[src/shared/fmsp_defs.svh]
// Offsets, field positions, load values and counts of the serial port.
// Assumes a 32-bit AXI4-Lite slave with a 4-bit byte address.
`ifndef FMSP_DEFS_SVH
`define FMSP_DEFS_SVH
// Register byte addresses
`define FMSP_ADDR_DATA 4'h0
`define FMSP_ADDR_CTRL 4'h4
`define FMSP_ADDR_RATE 4'h8
// serial_control_reg bit positions
`define FMSP_CTL_MODEH 7
`define FMSP_CTL_MODEL 6
`define FMSP_CTL_MP 5
`define FMSP_CTL_REN 4
`define FMSP_CTL_TB8 3
`define FMSP_CTL_RB8 2
`define FMSP_CTL_TI 1
`define FMSP_CTL_RI 0
// serial_rate_reg bit positions
`define FMSP_RATE_DBL 0
`define FMSP_RATE_TSEL 1
// Machine cycle: twelve oscillator clocks, shift clock low in first half
`define FMSP_MC_LAST 4'hB
`define FMSP_MC_HALF 4'h6
// Divide-by-16 counter last state and majority sample states
`define FMSP_CNT_LAST 4'hF
`define FMSP_SMP_FIRST 4'h7
`define FMSP_SMP_LAST 4'h9
// Receive shift register load values
`define FMSP_RX0_INIT 8'hFE
`define FMSP_RX_INIT 9'h1FF
// Bus answers
`define FMSP_RESP_OKAY 2'h0
`define FMSP_RESP_SLVERR 2'h2
`endif

[src/shared/fmsp_pkg.sv]
// Types of the four-mode serial port: modes, states, carriers.
// Assumes fmsp_defs.svh supplies the numeric constants.
package fmsp_pkg;
	typedef enum logic [1:0] {FMSP_SYNC, FMSP_ASYNC8, FMSP_FIXED9, FMSP_VAR9} fmsp_mode_e;
	typedef enum logic [2:0] {TX_IDLE, TX_WAIT, TX_START, TX_DATA, TX_STOP} fmsp_tx_e;
	typedef enum logic [1:0] {RX_IDLE, RX_LOAD, RX_SHIFT, RX_BIT} fmsp_rx_e;
	typedef struct packed {
		logic awvalid; logic [3:0] awaddr; logic wvalid; logic [31:0] wdata;
		logic [3:0] wstrb; logic bready; logic arvalid; logic [3:0] araddr; logic rready;
	} fmsp_axi_req_s;
	typedef struct packed {
		logic awready; logic wready; logic bvalid; logic [1:0] bresp;
		logic arready; logic rvalid; logic [31:0] rdata; logic [1:0] rresp;
	} fmsp_axi_rsp_s;
	typedef struct packed {
		logic port_three_line_zero_out; logic port_three_line_zero_oe; logic port_three_line_one_out;
	} fmsp_pins_s;
	typedef struct packed {
		fmsp_axi_rsp_s rsp; fmsp_pins_s pins;
		logic aw_have; logic [3:0] awaddr; logic w_have; logic [7:0] wdata; logic wstb;
		logic [7:0] rxbuf; fmsp_mode_e mode; logic mp; logic ren; logic tb8; logic rb8;
		logic ti; logic ri; logic dbl; logic tsel;
		logic [3:0] div12; logic [1:0] presc;
		fmsp_tx_e tx; logic [9:0] tx_sh; logic [3:0] tx_cnt;
		fmsp_rx_e rx; logic [9:0] rx_sh; logic [3:0] rx_cnt; logic [2:0] rx_smp;
		logic rx_first; logic rx_prev; logic rx_meta; logic rx_s;
	} fmsp_state_s;
endpackage

[src/fmsp_top.sv]
// Four-mode serial port with an AXI4-Lite register slave.
// Assumes clk is the oscillator and timer overflows are one-cycle pulses on clk.
// Functional notes
// - Sync mode: buffer write starts transmit, marker one loaded above data.
// - Sync mode: send goes active one full machine cycle after the write.
// - While sending in sync mode, data drives line zero, shift clock line one.
// - Each sending machine cycle shifts transmit register right, zero fill.
// - Marker next to data MSB: last shift, stop send, set tx done, tenth cycle.
// - Sync receive starts on enable with rx done clear; loads 11111110, then active.
// - Active receive shifts left each machine cycle, sampled line zero entering right.
// - Loaded zero at leftmost: one last shift, byte goes to the data buffer.
// - Mode one frame: low start, eight data LSB first, high stop.
// - Mode one bit rate comes from one of two external timer overflows.
// - Async write loads marker; frame begins at next divide-by-16 rollover.
// - Start bit first, data output one bit later, first shift one bit after.
// - Async transmit shifts right with zero fill; one more shift at marker.
// - Input sampled at sixteen times rate; falling edge loads 1FF, clears counter.
// - Majority of states seven to nine; nonzero first bit restarts the hunt.
// - Start bit leftmost: last shift; store ninth, byte, done if allowed.
// - Otherwise frame dropped; either way hunting for falling edge resumes.
// - Nine-bit frame: start, eight data LSB first, ninth bit, high stop.
// - Nine-bit modes send the transmit ninth-bit flag as ninth data bit.
// - Nine-bit modes write the ninth bit of each stored frame into the status flag.
// - Fixed nine-bit mode runs at one 32nd or one 64th of oscillator.
// - Variable nine-bit mode equals fixed mode but rate from external timer.
// - Sync mode: shift clock on line one, eight bits LSB first, osc/12.
// - Doubler bit picks fixed-mode divisor; reset value zero gives osc/32.
// - Async transmit sets tx done after stop bit; software clears it.
//
// The placing of the registers and the AXI4-Lite interface to the registers are this design's own decisions.
`timescale 1ns/1ps
`default_nettype none
`include "fmsp_defs.svh"
module fmsp_top import fmsp_pkg::*; (
	// Clock and reset
	input wire logic clk,
	input wire logic rst,
	// Register bus
	input wire fmsp_axi_req_s axi_req,
	output fmsp_axi_rsp_s axi_rsp,
	// Serial lines
	input wire logic port_three_line_zero_in,
	output fmsp_pins_s pins,
	// External timer overflow pulses
	input wire logic tmr_a_ovf,
	input wire logic tmr_b_ovf
);
	fmsp_state_s st_r;
	fmsp_state_s st_nxt;
	logic mc, tick, roll, step, tx_last, nine;
	logic wr_go, wr_data, wr_ctrl;
	logic rx_bit, rx_fin, rx_ninth, store_ok;
	logic [7:0] rx_data;

	// Reverses a byte gathered MSB-side first
	function automatic logic [7:0] rev8(input logic [7:0] v);
		for (int i = 0; i < 8; i++) begin
			rev8[i] = v[7 - i];
		end
	endfunction

	// Two-of-three vote
	function automatic logic maj3(input logic [2:0] v);
		maj3 = (v[0] & v[1]) | (v[0] & v[2]) | (v[1] & v[2]);
	endfunction

	// Rate strobes: machine cycle, 16x tick, divide-by-16 rollover
	assign mc = (st_r.div12 == `FMSP_MC_LAST);
	always_comb begin
		unique case (st_r.mode)
			FMSP_SYNC: tick = 1'b0;
			FMSP_FIXED9: tick = st_r.presc[0] & (st_r.presc[1] | ~st_r.dbl);
			FMSP_ASYNC8, FMSP_VAR9: tick = st_r.tsel ? tmr_b_ovf : tmr_a_ovf;
		endcase
	end
	assign roll = tick && (st_r.tx_cnt == `FMSP_CNT_LAST);
	assign step = (st_r.mode == FMSP_SYNC) ? mc : roll;
	assign nine = st_r.mode[1];
	assign tx_last = (st_r.tx_sh[9:1] == 9'h001);

	// Receive frame end decode
	assign rx_bit = maj3(st_r.rx_smp);
	assign rx_fin = (st_r.rx == RX_BIT) && tick && (st_r.rx_cnt == `FMSP_CNT_LAST) && !st_r.rx_first
		&& (nine ? !st_r.rx_sh[9] : !st_r.rx_sh[8]);
	assign rx_data = nine ? rev8(st_r.rx_sh[8:1]) : rev8(st_r.rx_sh[7:0]);
	assign rx_ninth = nine ? st_r.rx_sh[0] : rx_bit;
	assign store_ok = !st_r.ri && (!st_r.mp || rx_ninth);

	// Next-state logic
	always_comb begin
		st_nxt = st_r;
		wr_go = 1'b0;
		st_nxt.div12 = mc ? 4'h0 : st_r.div12 + 4'h1;
		st_nxt.presc = st_r.presc + 2'h1;
		st_nxt.rx_meta = port_three_line_zero_in;
		st_nxt.rx_s = st_r.rx_meta;
		if (tick) begin
			st_nxt.tx_cnt = st_r.tx_cnt + 4'h1;
			st_nxt.rx_prev = st_r.rx_s;
		end
		// Bus write: address and data taken in either order
		if (axi_req.awvalid && st_r.rsp.awready) begin
			st_nxt.aw_have = 1'b1;
			st_nxt.awaddr = axi_req.awaddr;
		end
		if (axi_req.wvalid && st_r.rsp.wready) begin
			st_nxt.w_have = 1'b1;
			st_nxt.wdata = axi_req.wdata[7:0];
			st_nxt.wstb = axi_req.wstrb[0];
		end
		if (st_r.rsp.bvalid && axi_req.bready) begin
			st_nxt.rsp.bvalid = 1'b0;
		end
		if (st_nxt.aw_have && st_nxt.w_have && !st_r.rsp.bvalid) begin
			wr_go = 1'b1;
			st_nxt.aw_have = 1'b0;
			st_nxt.w_have = 1'b0;
			st_nxt.rsp.bvalid = 1'b1;
			st_nxt.rsp.bresp = (st_nxt.awaddr == `FMSP_ADDR_DATA || st_nxt.awaddr == `FMSP_ADDR_CTRL
				|| st_nxt.awaddr == `FMSP_ADDR_RATE) ? `FMSP_RESP_OKAY : `FMSP_RESP_SLVERR;
		end
		wr_data = wr_go && st_nxt.wstb && (st_nxt.awaddr == `FMSP_ADDR_DATA);
		wr_ctrl = wr_go && st_nxt.wstb && (st_nxt.awaddr == `FMSP_ADDR_CTRL);
		// Control writes land first so hardware sets below win
		if (wr_ctrl) begin
			st_nxt.mode = fmsp_mode_e'({st_nxt.wdata[`FMSP_CTL_MODEH], st_nxt.wdata[`FMSP_CTL_MODEL]});
			st_nxt.mp = st_nxt.wdata[`FMSP_CTL_MP];
			st_nxt.ren = st_nxt.wdata[`FMSP_CTL_REN];
			st_nxt.tb8 = st_nxt.wdata[`FMSP_CTL_TB8];
			st_nxt.rb8 = st_nxt.wdata[`FMSP_CTL_RB8];
			st_nxt.ti = st_nxt.wdata[`FMSP_CTL_TI];
			st_nxt.ri = st_nxt.wdata[`FMSP_CTL_RI];
		end
		if (wr_go && st_nxt.wstb && st_nxt.awaddr == `FMSP_ADDR_RATE) begin
			st_nxt.dbl = st_nxt.wdata[`FMSP_RATE_DBL];
			st_nxt.tsel = st_nxt.wdata[`FMSP_RATE_TSEL];
		end
		// Bus read
		if (st_r.rsp.rvalid && axi_req.rready) begin
			st_nxt.rsp.rvalid = 1'b0;
		end
		if (axi_req.arvalid && st_r.rsp.arready) begin
			st_nxt.rsp.rvalid = 1'b1;
			st_nxt.rsp.rresp = `FMSP_RESP_OKAY;
			st_nxt.rsp.rdata = 32'h0000_0000;
			unique case (axi_req.araddr)
				`FMSP_ADDR_DATA: st_nxt.rsp.rdata[7:0] = st_r.rxbuf;
				`FMSP_ADDR_CTRL: st_nxt.rsp.rdata[7:0] = {st_r.mode, st_r.mp, st_r.ren, st_r.tb8,
					st_r.rb8, st_r.ti, st_r.ri};
				`FMSP_ADDR_RATE: st_nxt.rsp.rdata[1:0] = {st_r.tsel, st_r.dbl};
				default: st_nxt.rsp.rresp = `FMSP_RESP_SLVERR;
			endcase
		end
		st_nxt.rsp.awready = !st_nxt.aw_have && !st_nxt.rsp.bvalid;
		st_nxt.rsp.wready = !st_nxt.w_have && !st_nxt.rsp.bvalid;
		st_nxt.rsp.arready = !st_nxt.rsp.rvalid;
		// Transmit control
		unique case (st_r.tx)
			TX_IDLE: ;
			TX_WAIT: if (step) begin
				st_nxt.tx = TX_START;
			end
			TX_START: if (step) begin
				st_nxt.tx = TX_DATA;
			end
			TX_DATA: if (step) begin
				st_nxt.tx_sh = {1'b0, st_r.tx_sh[9:1]};
				if (tx_last) begin
					if (st_r.mode == FMSP_SYNC) begin
						st_nxt.tx = TX_IDLE;
						st_nxt.ti = 1'b1;
					end else begin
						st_nxt.tx = TX_STOP;
					end
				end
			end
			TX_STOP: if (step) begin
				st_nxt.tx = TX_IDLE;
				st_nxt.ti = 1'b1;
			end
			default: st_nxt.tx = TX_IDLE;
		endcase
		if (wr_data) begin
			st_nxt.tx = TX_WAIT;
			st_nxt.tx_sh = nine ? {1'b1, st_nxt.tb8, st_nxt.wdata} : {2'b01, st_nxt.wdata};
		end
		// Receive control
		unique case (st_r.rx)
			RX_IDLE: if (st_r.ren) begin
				if (st_r.mode == FMSP_SYNC) begin
					if (!st_r.ri) begin
						st_nxt.rx = RX_LOAD;
					end
				end else if (tick && st_r.rx_prev && !st_r.rx_s) begin
					st_nxt.rx_sh = {1'b1, `FMSP_RX_INIT};
					st_nxt.rx_cnt = 4'h0;
					st_nxt.rx_first = 1'b1;
					st_nxt.rx = RX_BIT;
				end
			end
			RX_LOAD: if (mc) begin
				st_nxt.rx_sh = {2'b11, `FMSP_RX0_INIT};
				st_nxt.rx = RX_SHIFT;
			end
			RX_SHIFT: if (mc) begin
				st_nxt.rx_sh[7:0] = {st_r.rx_sh[6:0], st_r.rx_s};
				if (!st_r.rx_sh[7]) begin
					st_nxt.rxbuf = rev8({st_r.rx_sh[6:0], st_r.rx_s});
					st_nxt.ri = 1'b1;
					st_nxt.rx = RX_IDLE;
				end
			end
			RX_BIT: if (tick) begin
				st_nxt.rx_cnt = st_r.rx_cnt + 4'h1;
				if (st_r.rx_cnt >= `FMSP_SMP_FIRST && st_r.rx_cnt <= `FMSP_SMP_LAST) begin
					st_nxt.rx_smp = {st_r.rx_smp[1:0], st_r.rx_s};
				end
				if (st_r.rx_cnt == `FMSP_CNT_LAST) begin
					if (st_r.rx_first && rx_bit) begin
						st_nxt.rx = RX_IDLE;
					end else begin
						st_nxt.rx_first = 1'b0;
						st_nxt.rx_sh = {st_r.rx_sh[8:0], rx_bit};
						if (rx_fin) begin
							st_nxt.rx = RX_IDLE;
							if (store_ok) begin
								st_nxt.rxbuf = rx_data;
								st_nxt.rb8 = rx_ninth;
								st_nxt.ri = 1'b1;
							end
						end
					end
				end
			end
		endcase
		// Pin drive from the next state so pins come straight from flops
		st_nxt.pins.port_three_line_zero_oe = (st_nxt.mode == FMSP_SYNC) && (st_nxt.tx == TX_DATA);
		st_nxt.pins.port_three_line_zero_out = st_nxt.tx_sh[0];
		if (st_nxt.mode == FMSP_SYNC) begin
			st_nxt.pins.port_three_line_one_out = !(st_nxt.tx == TX_DATA || st_nxt.rx == RX_SHIFT)
				|| (st_nxt.div12 >= `FMSP_MC_HALF);
		end else begin
			st_nxt.pins.port_three_line_one_out = (st_nxt.tx == TX_DATA) ? st_nxt.tx_sh[0]
				: (st_nxt.tx != TX_START);
		end
	end

	// State register
	always_ff @(posedge clk) begin
		if (rst) begin
			st_r <= '0;
			st_r.pins.port_three_line_one_out <= 1'b1;
			// Input synchroniser and edge detector start at the idle line level
			st_r.rx_meta <= 1'b1;
			st_r.rx_s <= 1'b1;
			st_r.rx_prev <= 1'b1;
		end else begin
			st_r <= st_nxt;
		end
	end

	assign axi_rsp = st_r.rsp;
	assign pins = st_r.pins;
endmodule
`default_nettype wire

[config.mk]
export PLATFORM = sky130hd
export DESIGN_NAME = fmsp_top
export DESIGN_NICKNAME = d
export VERILOG_FILES = /design/src/shared/fmsp_pkg.sv /design/src/fmsp_top.sv
export VERILOG_INCLUDE_DIRS = /design/src /design/src/shared
export SDC_FILE = /design/constraint.sdc
export NUM_CORES = 1
export LEC_CHECK = 0
export BUFFER_PORTS_ARGS = -buffer_cell sky130_fd_sc_hd__buf_2
export CAP_MARGIN = 0
export CORE_ASPECT_RATIO = 0.6
export CORE_UTILIZATION = 30
export CTS_CLUSTER_DIAMETER = 30
export DETAILED_ROUTE_END_ITERATION = 7
export MAX_ROUTING_LAYER = met4
export SYNTH_ARGS = -nofsm -noshare
export SYNTH_HDL_FRONTEND = slang
export SYNTH_SLANG_ARGS = --single-unit
[constraint.sdc]
create_clock -name clk -period 6.49 [get_ports clk]
set_input_delay 0.3245 -clock clk [delete_from_list [all_inputs] [get_ports clk]]
set_output_delay 0.3245 -clock clk [all_outputs]
set_load 0.02 [all_outputs]
==> impl_metrics.csv, run 1 <==
group,metric,value,unit
setup_path,r2r_cells,7,
setup_path,crit_end,"pins[0]",
cells_and_area,nNetsFinal,640,
clocking,clkSinkCount,96,
die,initial_core_util,31.2,%
detailed_routing,dr.pass1.iters,7,
detailed_routing,drt_iter0_drc,231,
timing,slew_viol_final,0,
logic_synthesis,syn-cell-area,4840,um2
detailed_routing,wl_per_cell,14.4,um
setup_path,worstSetupPathType,"flop to flop",
clocking,hold_buffers,0,
clocking,ctsHtreeMaxLevel,3,
run_status,violations,"DRC",
die,pin_count,98,
global_routing,grt_use_total,14.4,%
power,ir_worst_vdd,0.000121,V
detailed_routing,routed_via_density,4.97,
setup_path,crit_chain,"ha_1, nand3_1, o21ai_0, nand3_1, mux2_2, a211oi_1, a211oi_2",
setup_path,critPathSlowestCell,"nand3_1",
detailed_routing,ant_nets,0,
place,dp_slack,3750,ps
global_routing,overflow,0,
cells_and_area,nFillCells,1579,
cells_and_area,drive_gt1_share,15.4,%
timing,post-route-period-util,43.4,%
die,die_w,166,um
timing,hold_viol_final,0,
clocking,cts_tree,"built",
logic_synthesis,synthFlopType,"dfxtp_1",
global_routing,grt_max_degree,92,
place,dpl_cell_area,5040,um2
die,placementRows,35,
setup_path,arrival,3030,ps
setup_path,cp_data_required_time,6700,ps
setup_path,max_stage_delay,570,ps
setup_path,r2r_end,"pins[0]",
logic_synthesis,ys_seq_elements,96,
setup_path,critPathBufInv,0,
job,maxCapViolCount,0,
power,power_density,229,nW/um2
worst_hold_path,min_path_type,"input port to flop",
cells_and_area,fin_area,5320,um2
setup_path,crit_fanout,12,
logic_synthesis,synth_cell_types,61,
clocking,root_buffer,"clkbuf_16",
clocking,clk_transition_reported_paths,70,ps
cells_and_area,syn2layout_area_growth,9.84,%
global_routing,grt_pass1_wl,18.5,mm
setup_path,start_kind,"flop",
setup_path,crit_cells,7,
timing,rsz0062_at_grt,"no",
place,portBuffers,44,
timing,period_needed,2820,ps
timing,fmax,355,MHz
place,dp_hpwl,8.37,mm
setup_path,r2r_slack,3670,ps
global_routing,antenna_found_initial,0,
clocking,cts_resized,0,
logic_synthesis,synth_edf_count,0,
die,core-area,15500,um2
cells_and_area,fin_util,34.2,%
cells_and_area,antenna_cells,0,
logic_synthesis,syn_inst,563,
clocking,insertion_delay,350,ps
logic_synthesis,async_flop_share,0,%
detailed_routing,drc_errors,6,
timing,setup_viol,0,
detailed_routing,vias,3917,
setup_path,crit_path_end_kind,"flop",
detailed_routing,wl,11.4,mm
global_routing,grt_pass1_vias,3704,
die,die_y,100,um
run_status,status,"finished, violations left",
logic_synthesis,ys_warn_count,0,
timing,fin_hold_ws,162,ps
timing,setup_ws,3670,ps
clocking,post_cts_buffers,0,
setup_path,critical-path-top-delay-family,"compound AO/OA/AOI/OAI gates",
power,power_leakage,2.06,nW
setup_path,crit_top_cell,"nand3_1",
die,die-area,16700,um2
setup_path,worstSetupStartpoint,"st_r[23]",
setup_path,reg2reg_from,"st_r[23]",
clocking,cts_inserted_buffers,9,
logic_synthesis,syn_avg_cell_area,8.61,um2
place,gp_congestion,0.854,
timing,worstMarginPinSlew,931,ps
timing,maxSlewHeadroom,37.9,%
timing,fin_skew,7.16,ps
clocking,cts_buffer_depth,2,
timing,setup_tns,0,ps
logic_synthesis,yosysSeqAreaShare,39.7,%
==> flip-flops by register name (all words and copies together) (netlist names) <==
signal   cells
st_r        77
axi_rsp     15
pins         2
nine         1
st_nxt       1
==> final cells by class <==
cell class / instances / area (um2) / area share (%)
multi-input combinational: 413 / 2560 / 48.1
timing repair buffer: 50 / 265 / 4.98
tap: 203 / 254 / 4.77
inverter: 10 / 37.5 / 0.705
clock buffer: 9 / 225 / 4.23
sequential: 96 / 1920 / 36.1
clock inverter: 7 / 60.1 / 1.13
==> kinds of logic (layout without fill, tap and decap cells) <==
kind of cell	after synthesis	in the layout	share of synthesized area, %
multiplexers	52	52	11.1
AND/OR/NAND/NOR	210	210	21.7
XOR/XNOR	5	5	0.904
adder cells (fa/ha/maj)	7	7	1.76
AO/OA/AOI/OAI	113	113	15.1
flip-flops	96	96	39.7
other	1	26	0.0774
buffers and inverters	79	76	9.66
==> report_power, final <==
group          switching, mW  internal (mW)
logic                 0.0643         0.0300
registers            0.00963          0.602
clock network          0.245          0.267
total                  0.319          0.899
==> metal layers <==
metal | share of wire [%] | track usage [%] | wire (um)
met5 | 0 | - | 0
met4 | 0.70 | 3.24 | 80
met3 | 4.8 | 3.94 | 546
met2 | 44 | 21.6 | 4980
met1 | 51 | 19.2 | 5750
==> worst min-delay path by stage <==
| stage | from | cells after the start | slack (ps) | endpoint |
|---|---|---|---|---|
| after global placement | st_nxt[0] | 1 | 390 | st_r[0] |
| after global routing | port_three_line_zero_in | 2 | 160 | st_nxt[0] |
| after floorplan | st_nxt[0] | 1 | 390 | st_r[0] |
| after CTS | port_three_line_zero_in | 2 | 160 | st_nxt[0] |
| after detailed placement | st_nxt[0] | 1 | 400 | st_r[0] |
| final | port_three_line_zero_in | 2 | 160 | st_nxt[0] |
==> placed cells by master (no fill, tap or decap), drive strengths merged, types with 3 or more instances in the layout <==
cell type / netlist / routed
nor2b: 9 / 9
a21oi: 39 / 39
dfxtp: 96 / 96
buf: 55 / 50
nand2: 36 / 36
clkbuf: 14 / 9
clkinv: 0 / 3
nand3b: 3 / 3
nor3b: 7 / 7
and3: 5 / 5
a31oi: 3 / 3
ha: 6 / 6
nor4: 6 / 6
xnor2: 3 / 3
or3: 5 / 5
inv: 10 / 14
nor3: 21 / 21
nor4bb: 3 / 3
nand3: 12 / 12
o21ai: 24 / 24
o21a: 5 / 5
a22oi: 3 / 3
or2: 4 / 4
mux2i: 40 / 40
and2: 8 / 8
mux2: 12 / 12
conb: 1 / 26
nand2b: 3 / 3
a311oi: 3 / 3
a211oi: 14 / 14
nor2: 81 / 81
==> worst reg2reg max path: cells and delay by family (launching register included) <==
family                     cells  cell delay [ps]
and+or+nand+nor                2              730
DFF                            1              380
muxes                          1              480
AOI/OAI and AO/OA              3              910
adders and majority gates      1              180
==> Yosys cell counts, types with 5 or more instances <==
master / instances / area [um2]
and2_1: 8 / 50.1
nor2_1: 81 / 304
nor2b_1: 9 / 56.3
o21ai_0: 24 / 120
nand2_1: 35 / 131
buf_4: 44 / 330
mux2i_1: 40 / 400
buf_1: 6 / 22.5
a21oi_1: 39 / 195
inv_1: 10 / 37.5
buf_2: 5 / 25.0
clkbuf_1: 14 / 52.6
o21a_1: 5 / 37.5
nor3_1: 21 / 105
nor3b_1: 7 / 52.6
ha_1: 6 / 75.1
nand3_1: 12 / 60.1
a211oi_1: 13 / 97.6
and3_1: 5 / 31.3
dfxtp_1: 96 / 1920
mux2_2: 11 / 124
==> per-stage QoR <==
stage          std cells  power (mW)
5_1_grt              788        1.27
3_5_place_dp         772       0.719
6_report             788        1.22
3_3_place_gp         772       0.715
4_1_cts              788        1.23
2_1_floorplan        588       0.706
Power figures use the tool's default switching activity.
==> inputs of run 2 (changes only) <==
--- a/config.mk
+++ b/config.mk
@@ -6,6 +6,7 @@
 export SDC_FILE = /design/constraint.sdc
 export NUM_CORES = 1
 export LEC_CHECK = 0
+export ABC_AREA = 1
 export BUFFER_PORTS_ARGS = -buffer_cell sky130_fd_sc_hd__buf_2
 export CAP_MARGIN = 0
 export CORE_ASPECT_RATIO = 0.6
==> constraint.sdc (replaced) <==
create_clock -name clk -period 2.8 [get_ports clk]
set_input_delay 0.14 -clock clk [delete_from_list [all_inputs] [get_ports clk]]
set_output_delay 0.14 -clock clk [all_outputs]
set_load 0.02 [all_outputs]
==> run 2 against run 1 <==
The flow now finishes without violations. Clock power grew to 2.5 times the previous value. Total power is 150% higher. Die area is 1.3% higher. Register-to-register slack worse by 3100 ps. Sequential cell count did not move. First-iteration DRC count rose by 65%. Clock skew rose by 1.3 ps. Area after synthesis rose by 1.3%. Combinational power rose to 3.2 times the previous value. Critical endpoint unchanged. Highest routed layer unchanged.
==> impl_metrics.csv, run 2 <==
group,metric,value,unit
timing,worstMarginPinSlew,625,ps
clocking,cts_tree,"built",
clocking,insertion_delay,350,ps
power,p_int,2.20,mW
die,die_y,101,um
cells_and_area,syn2layout_area_growth,10.7,%
timing,maxSlewHeadroom,58.3,%
clocking,cts_resized,0,
logic_synthesis,syn_inst,716,
global_routing,grt_pass1_vias,3692,
setup_path,reg2reg_from,"axi_rsp[39]",
cells_and_area,fin_util,34.6,%
global_routing,overflow,0,
clocking,cts_inserted_buffers,9,
die,pin_count,98,
logic_synthesis,ys_seq_elements,96,
detailed_routing,routed_via_density,4.50,
power,power_density,555,nW/um2
logic_synthesis,syn_avg_cell_area,6.86,um2
logic_synthesis,synthTopCellsByArea,"dfxtp_1, nand2_1, o21ai_0",
clocking,ctsHtreeMaxLevel,3,
setup_path,start_kind,"flop",
logic_synthesis,synth-compound-area-share,16.5,%
logic_synthesis,async_flop_share,0,%
logic_synthesis,synth_common_cells,"nand2_1, nor2_1, inv_1",
timing,hold_viol_final,0,
timing,setup_tns,0,ps
die,core-area,15700,um2
detailed_routing,vias,4268,
setup_path,arrival,2440,ps
power,clockPowerShare,42.3,%
setup_path,crit_path_end_kind,"flop",
clocking,root_buffer,"clkbuf_16",
logic_synthesis,ys_warn_count,0,
logic_synthesis,synth_cell_types,46,
global_routing,grt_use_total,14.9,%
setup_path,crit_chain,"nand2_2, nand2_1, nand3b_4, nor2_4, nand4_2, o21ai_0, nand2_1, nand2_1, nand3_1",
clocking,clkSinkCount,96,
power,switching_power,0.811,mW
timing,setup_ws,579,ps
setup_path,critPathSlowestCell,"o21ai_0",
power,pwr-share-comb,10.1,%
global_routing,grt_pass1_wl,19.3,mm
setup_path,max_stage_delay,350,ps
setup_path,worstSetupPathType,"flop to flop",
timing,rsz0062_at_grt,"no",
worst_hold_path,min_path_type,"input port to flop",
detailed_routing,ant_nets,0,
place,dp_slack,579,ps
run_status,status,"complete, no violations",
global_routing,antenna_found_initial,0,
cells_and_area,drive_gt1_share,12.3,%
logic_synthesis,synthAdderAreaFrac,1.53,%
detailed_routing,wl_per_cell,12.2,um
logic_synthesis,synth_edf_count,0,
logic_synthesis,synth_top_family_by_area,"simple AND/OR/NAND/NOR gates",
cells_and_area,largest_register_ffs,77,
die,placementRows,35,
setup_path,crit_fanout,18,
timing,period_needed,2220,ps
timing,fin_skew,8.41,ps
logic_synthesis,syn-cell-area,4910,um2
timing,fmax,450,MHz
detailed_routing,wl,11.6,mm
cells_and_area,nNetsFinal,801,
cells_and_area,antenna_cells,0,
cells_and_area,layout_common_cells,"nand2_1, nor2_1, inv_1, dfxtp_1, o21ai_0",
logic_synthesis,synth-simple-area-share,26.1,%
setup_path,cp_data_required_time,3020,ps
timing,setup_viol,0,
power,power_leakage,2.54,nW
global_routing,grt_max_degree,56,
setup_path,worstSetupStartpoint,"axi_rsp[39]",
die,initial_core_util,31.3,%
timing,post-route-period-util,79.3,%
cells_and_area,regMostFlops,"st_r",
detailed_routing,drc_errors,0,
logic_synthesis,synth_top_area_cell,"dfxtp_1",
die,die_w,167,um
logic_synthesis,synthFlopType,"dfxtp_1",
clocking,clk_transition_reported_paths,70,ps
logic_synthesis,synthMuxAreaShare,0.204,%
place,portBuffers,44,
setup_path,crit_top_cell,"nand2_1",
place,dp_hpwl,8.55,mm
logic_synthesis,synth_top_area_share,39.2,%
cells_and_area,final_common_cell,"nand2_1",
detailed_routing,drt_iter0_drc,381,
power,swShare,26.9,%
power,ir_worst_vdd,0.000266,V
timing,slew_viol_final,0,
logic_synthesis,synth_xor_area_share,0.357,%
place,gp_congestion,0.878,
detailed_routing,dr.pass1.iters,5,
logic_synthesis,yosysSeqAreaShare,39.2,%
logic_synthesis,post-synth-top-count-cell,"nand2_1",
worst_hold_path,hp-start,"axi_req[6]",
power,seq_power_share,47.5,%
clocking,cts_buffer_depth,2,
job,maxCapViolCount,0,
die,die-area,16900,um2
run 2: cell types whose count changed after synthesis, sizes merged, moves of 6 or more:
cell,change
a211oi,-11
nand2,+96
nand3,+15
mux2,-12
nor2b,-9
inv,+93
and2,-8
mux2i,-39
nor3,-8
o21ai,+68
nor2,+30
buf,-6
run 2: critical path, delay by kind of cell, from the launching register on:
kind / cells / cell delay (ps)
and+or+nand+nor: 8 / 1400
DFF: 1 / 340
AOI/OAI and AO/OA: 1 / 350
run 2: cell families after synthesis:
logic type / after synthesis
and+or+nand+nor: 294
adders and majority gates: 6
DFF: 96
AOI/OAI and AO/OA: 151
other: 1
xor gates and xnor gates: 2
muxes: 1
buffers and inverters: 165
run 2: repair_timing:
action / in CTS / in global routing
hold endpoints to repair: 1 / 0
setup buffers: 0 / 0
hold buffers: 1 / 0
run 2: per-stage QoR:
step | total power [mW] | hold WS [ps] | instances | cell area [um2]
final | 3.01 | 76.4 | 949 | 5430
after global routing | 3.15 | 73.4 | 949 | 5430
after CTS | 3.04 | 64.1 | 949 | 5430
after detailed placement | 1.77 | 334 | 932 | 5120
after global placement | 1.77 | 330 | 932 | 5120
after floorplan | 1.73 | 244 | 741 | 5000
run 2: path summary, 6_finish.rpt:
check | endpoint | slack [ps] | cells past startpoint
setup / recovery | pins[0] | 580 | 9
hold reg to reg | st_r[0] | 410 | 1
hold / removal | axi_rsp[38] | 80 | 3
setup reg to reg | pins[0] | 580 | 9
run 2: area by class of cell:
cell class                 instances  area [um2]
clock inverter                     7        78.8
sequential                        96        1920
multi-input combinational        480        2290
fill                            1714       10200
tap                              203         254
clock buffer                       9         225
timing repair buffer              50         268
inverter                         104         392
run 2: power groups by stage:
stage	clock, mW	combinational, mW	sequential, mW
after CTS	1.31	0.305	1.43
after global placement	0	0.302	1.46
final	1.28	0.306	1.43
after global routing	1.37	0.345	1.44
after floorplan	0	0.267	1.46
after detailed placement	0	0.303	1.46
run 2: metal layers:
| layer | global-route usage (%) | routed length [um] | vias to the layer above |
|---|---|---|---|
| li1 | - | - | 2252 |
| met1 | 23.7 | 6830 | 1884 |
| met2 | 17.6 | 4020 | 122 |
| met3 | 3.57 | 674 | 10 |
| met4 | 3.18 | 83 | 0 |
| met5 | - | 0 | - |
==> inputs of run 3 (changes only) <==
==> constraint.sdc (replaced) <==
create_clock -name clk -period 2.1 [get_ports clk]
set_input_delay 0.105 -clock clk [delete_from_list [all_inputs] [get_ports clk]]
set_output_delay 0.105 -clock clk [all_outputs]
set_load 0.02 [all_outputs]
==> run 3 against run 2 <==
First-iteration DRC count fell by 2.1%. Count of clock-buffer cells in the layout rose by 1. Final cell count rose by 1.8%. Clock power rose by 36%. Clock skew rose by 2.2 ps. Critical path type unchanged. Highest routed layer unchanged.
==> impl_metrics.csv, run 3 (synthesis results as in run 2) <==
group,metric,value,unit
die,core-area,15700,um2
place,gp_congestion,0.889,
clocking,clk_transition_reported_paths,70,ps
cells_and_area,nNetsFinal,818,
timing,fin_skew,10.6,ps
power,power_density,730,nW/um2
setup_path,crit_fanout,6,
timing,fin_hold_ws,20.4,ps
die,pin_count,98,
global_routing,grt_pass1_wl,19.9,mm
power,power_leakage,2.63,nW
die,die_y,101,um
cells_and_area,antenna_cells,0,
timing,worstMarginPinSlew,628,ps
cells_and_area,largest_register_ffs,77,
setup_path,critPathBufInv,3,
die,die_w,167,um
detailed_routing,wl_per_cell,12.2,um
die,die-area,16900,um2
global_routing,use_met1,23.4,%
clocking,cts_tree,"built",
setup_path,max_stage_delay,340,ps
global_routing,grt_pass1_vias,3939,
setup_path,critical-path-top-delay-family,"simple AND/OR/NAND/NOR gates",
setup_path,cp_data_required_time,2390,ps
setup_path,start_kind,"flop",
cells_and_area,fin_cells,966,
setup_path,arrival,2200,ps
clocking,cts_buffer_depth,2,
detailed_routing,dr.pass1.iters,5,
cells_and_area,final_common_cell,"nand2_1",
place,dp_cells,947,
timing,hold_viol_final,0,
cells_and_area,drive_gt1_share,14.8,%
timing,slew_viol_final,0,
clocking,ctsHtreeMaxLevel,3,
global_routing,antenna_found_initial,0,
global_routing,grt_max_degree,56,
die,initial_core_util,31.3,%
global_routing,overflow,0,
place,dp_hpwl,8.64,mm
worst_hold_path,min_path_type,"input port to flop",
clocking,root_buffer,"clkbuf_16",
global_routing,grtUsageMet2,19.1,%
detailed_routing,vias,4407,
die,placementRows,35,
timing,maxSlewHeadroom,58.1,%
power,ir_worst_vdd,0.000331,V
global_routing,grtUsageMet3,3.69,%
run_status,status,"complete, no violations",
detailed_routing,drc_errors,0,
timing,post-route-period-util,91.0,%
detailed_routing,wl,11.7,mm
setup_path,crit_path_end_kind,"flop",
setup_path,crit_chain,"inv_1, nand2_1, nand3_1, nand2_4, nor2_4, inv_2, nor2_2, nand3_2, o21bai_4, buf_4, o21ai_0, nor2_1",
global_routing,grt_use_total,15.3,%
setup_path,critPathSlowestCell,"dfxtp_1",
clocking,clkSinkCount,96,
cells_and_area,syn2layout_area_growth,13.7,%
clocking,cts_inserted_buffers,9,
setup_path,worstSetupPathType,"flop to flop",
global_routing,grt_busiest_layer,"met1",
detailed_routing,ant_nets,0,
timing,fmax,523,MHz
timing,setup_viol,0,
cells_and_area,layout_common_cells,"nand2_1, nor2_1, inv_1, dfxtp_1, o21ai_0",
clocking,insertion_delay,350,ps
place,portBuffers,44,
detailed_routing,routed_via_density,4.56,
detailed_routing,drt_iter0_drc,373,
job,maxCapViolCount,0,
cells_and_area,regMostFlops,"st_r",
timing,period_needed,1910,ps
run 3: through the flow:
stage | area [um2] | TNS (ps) | worst slack [ps] | total power, mW | util (%)
after CTS | 5550 | 0 | 129 | 4.11 | 35.4
after global routing | 5580 | -5.75 | -5.75 | 4.26 | 35.6
after floorplan | 5000 | 0 | 339 | 2.30 | -
after global placement | 5230 | 0 | 185 | 2.37 | 33.4
after detailed placement | 5230 | 0 | 163 | 2.37 | 33.4
final | 5580 | 0 | 189 | 4.08 | 35.6
run 3: area by class of cell:
type | count | area (um2)
Clock buffer | 10 | 239
Timing Repair Buffer | 67 | 399
Tap cell | 203 | 254
Multi-Input combinational cell | 480 | 2300
Inverter | 104 | 392
Fill cell | 1664 | 10100
Clock inverter | 6 | 73.8
Sequential cell | 96 | 1920
run 3: report_power, final:
group	leakage (nW)	switching (mW)	internal, mW
clock	0.148	0.765	0.974
sequential	0.780	0.0283	1.88
combinational	1.70	0.301	0.127
run 3: repair_timing:
action                                  CTS  global route
gates resized for setup                   0             7
hold endpoints to repair                  1             0
setup buffers                             0             2
hold buffers                              1             0
endpoints found under the setup margin    0            20
run 3: metal layers:
metal  vias to the layer above  part of all wire, %  routed length, um
li1                       2289                    -                  -
met1                      1970                   57               6720
met2                       136                   35               4090
met3                        12                  7.0                820
met4                         0                  1.0                120
met5                         -                    0                  0
run 3: worst min-delay path, cell delays in order:
cell    delay, ps
buf_2          70
o21a_1        110
nor2_1         40
run 3: final timing paths:
check        startpoint  cells after the start          end  slack [ps]
max            st_r[46]                     12     st_r[61]         190
min          axi_req[6]                      3  axi_rsp[38]          20
max reg2reg    st_r[46]                     12     st_r[61]         190
min reg2reg   st_nxt[0]                      1      st_r[0]         410
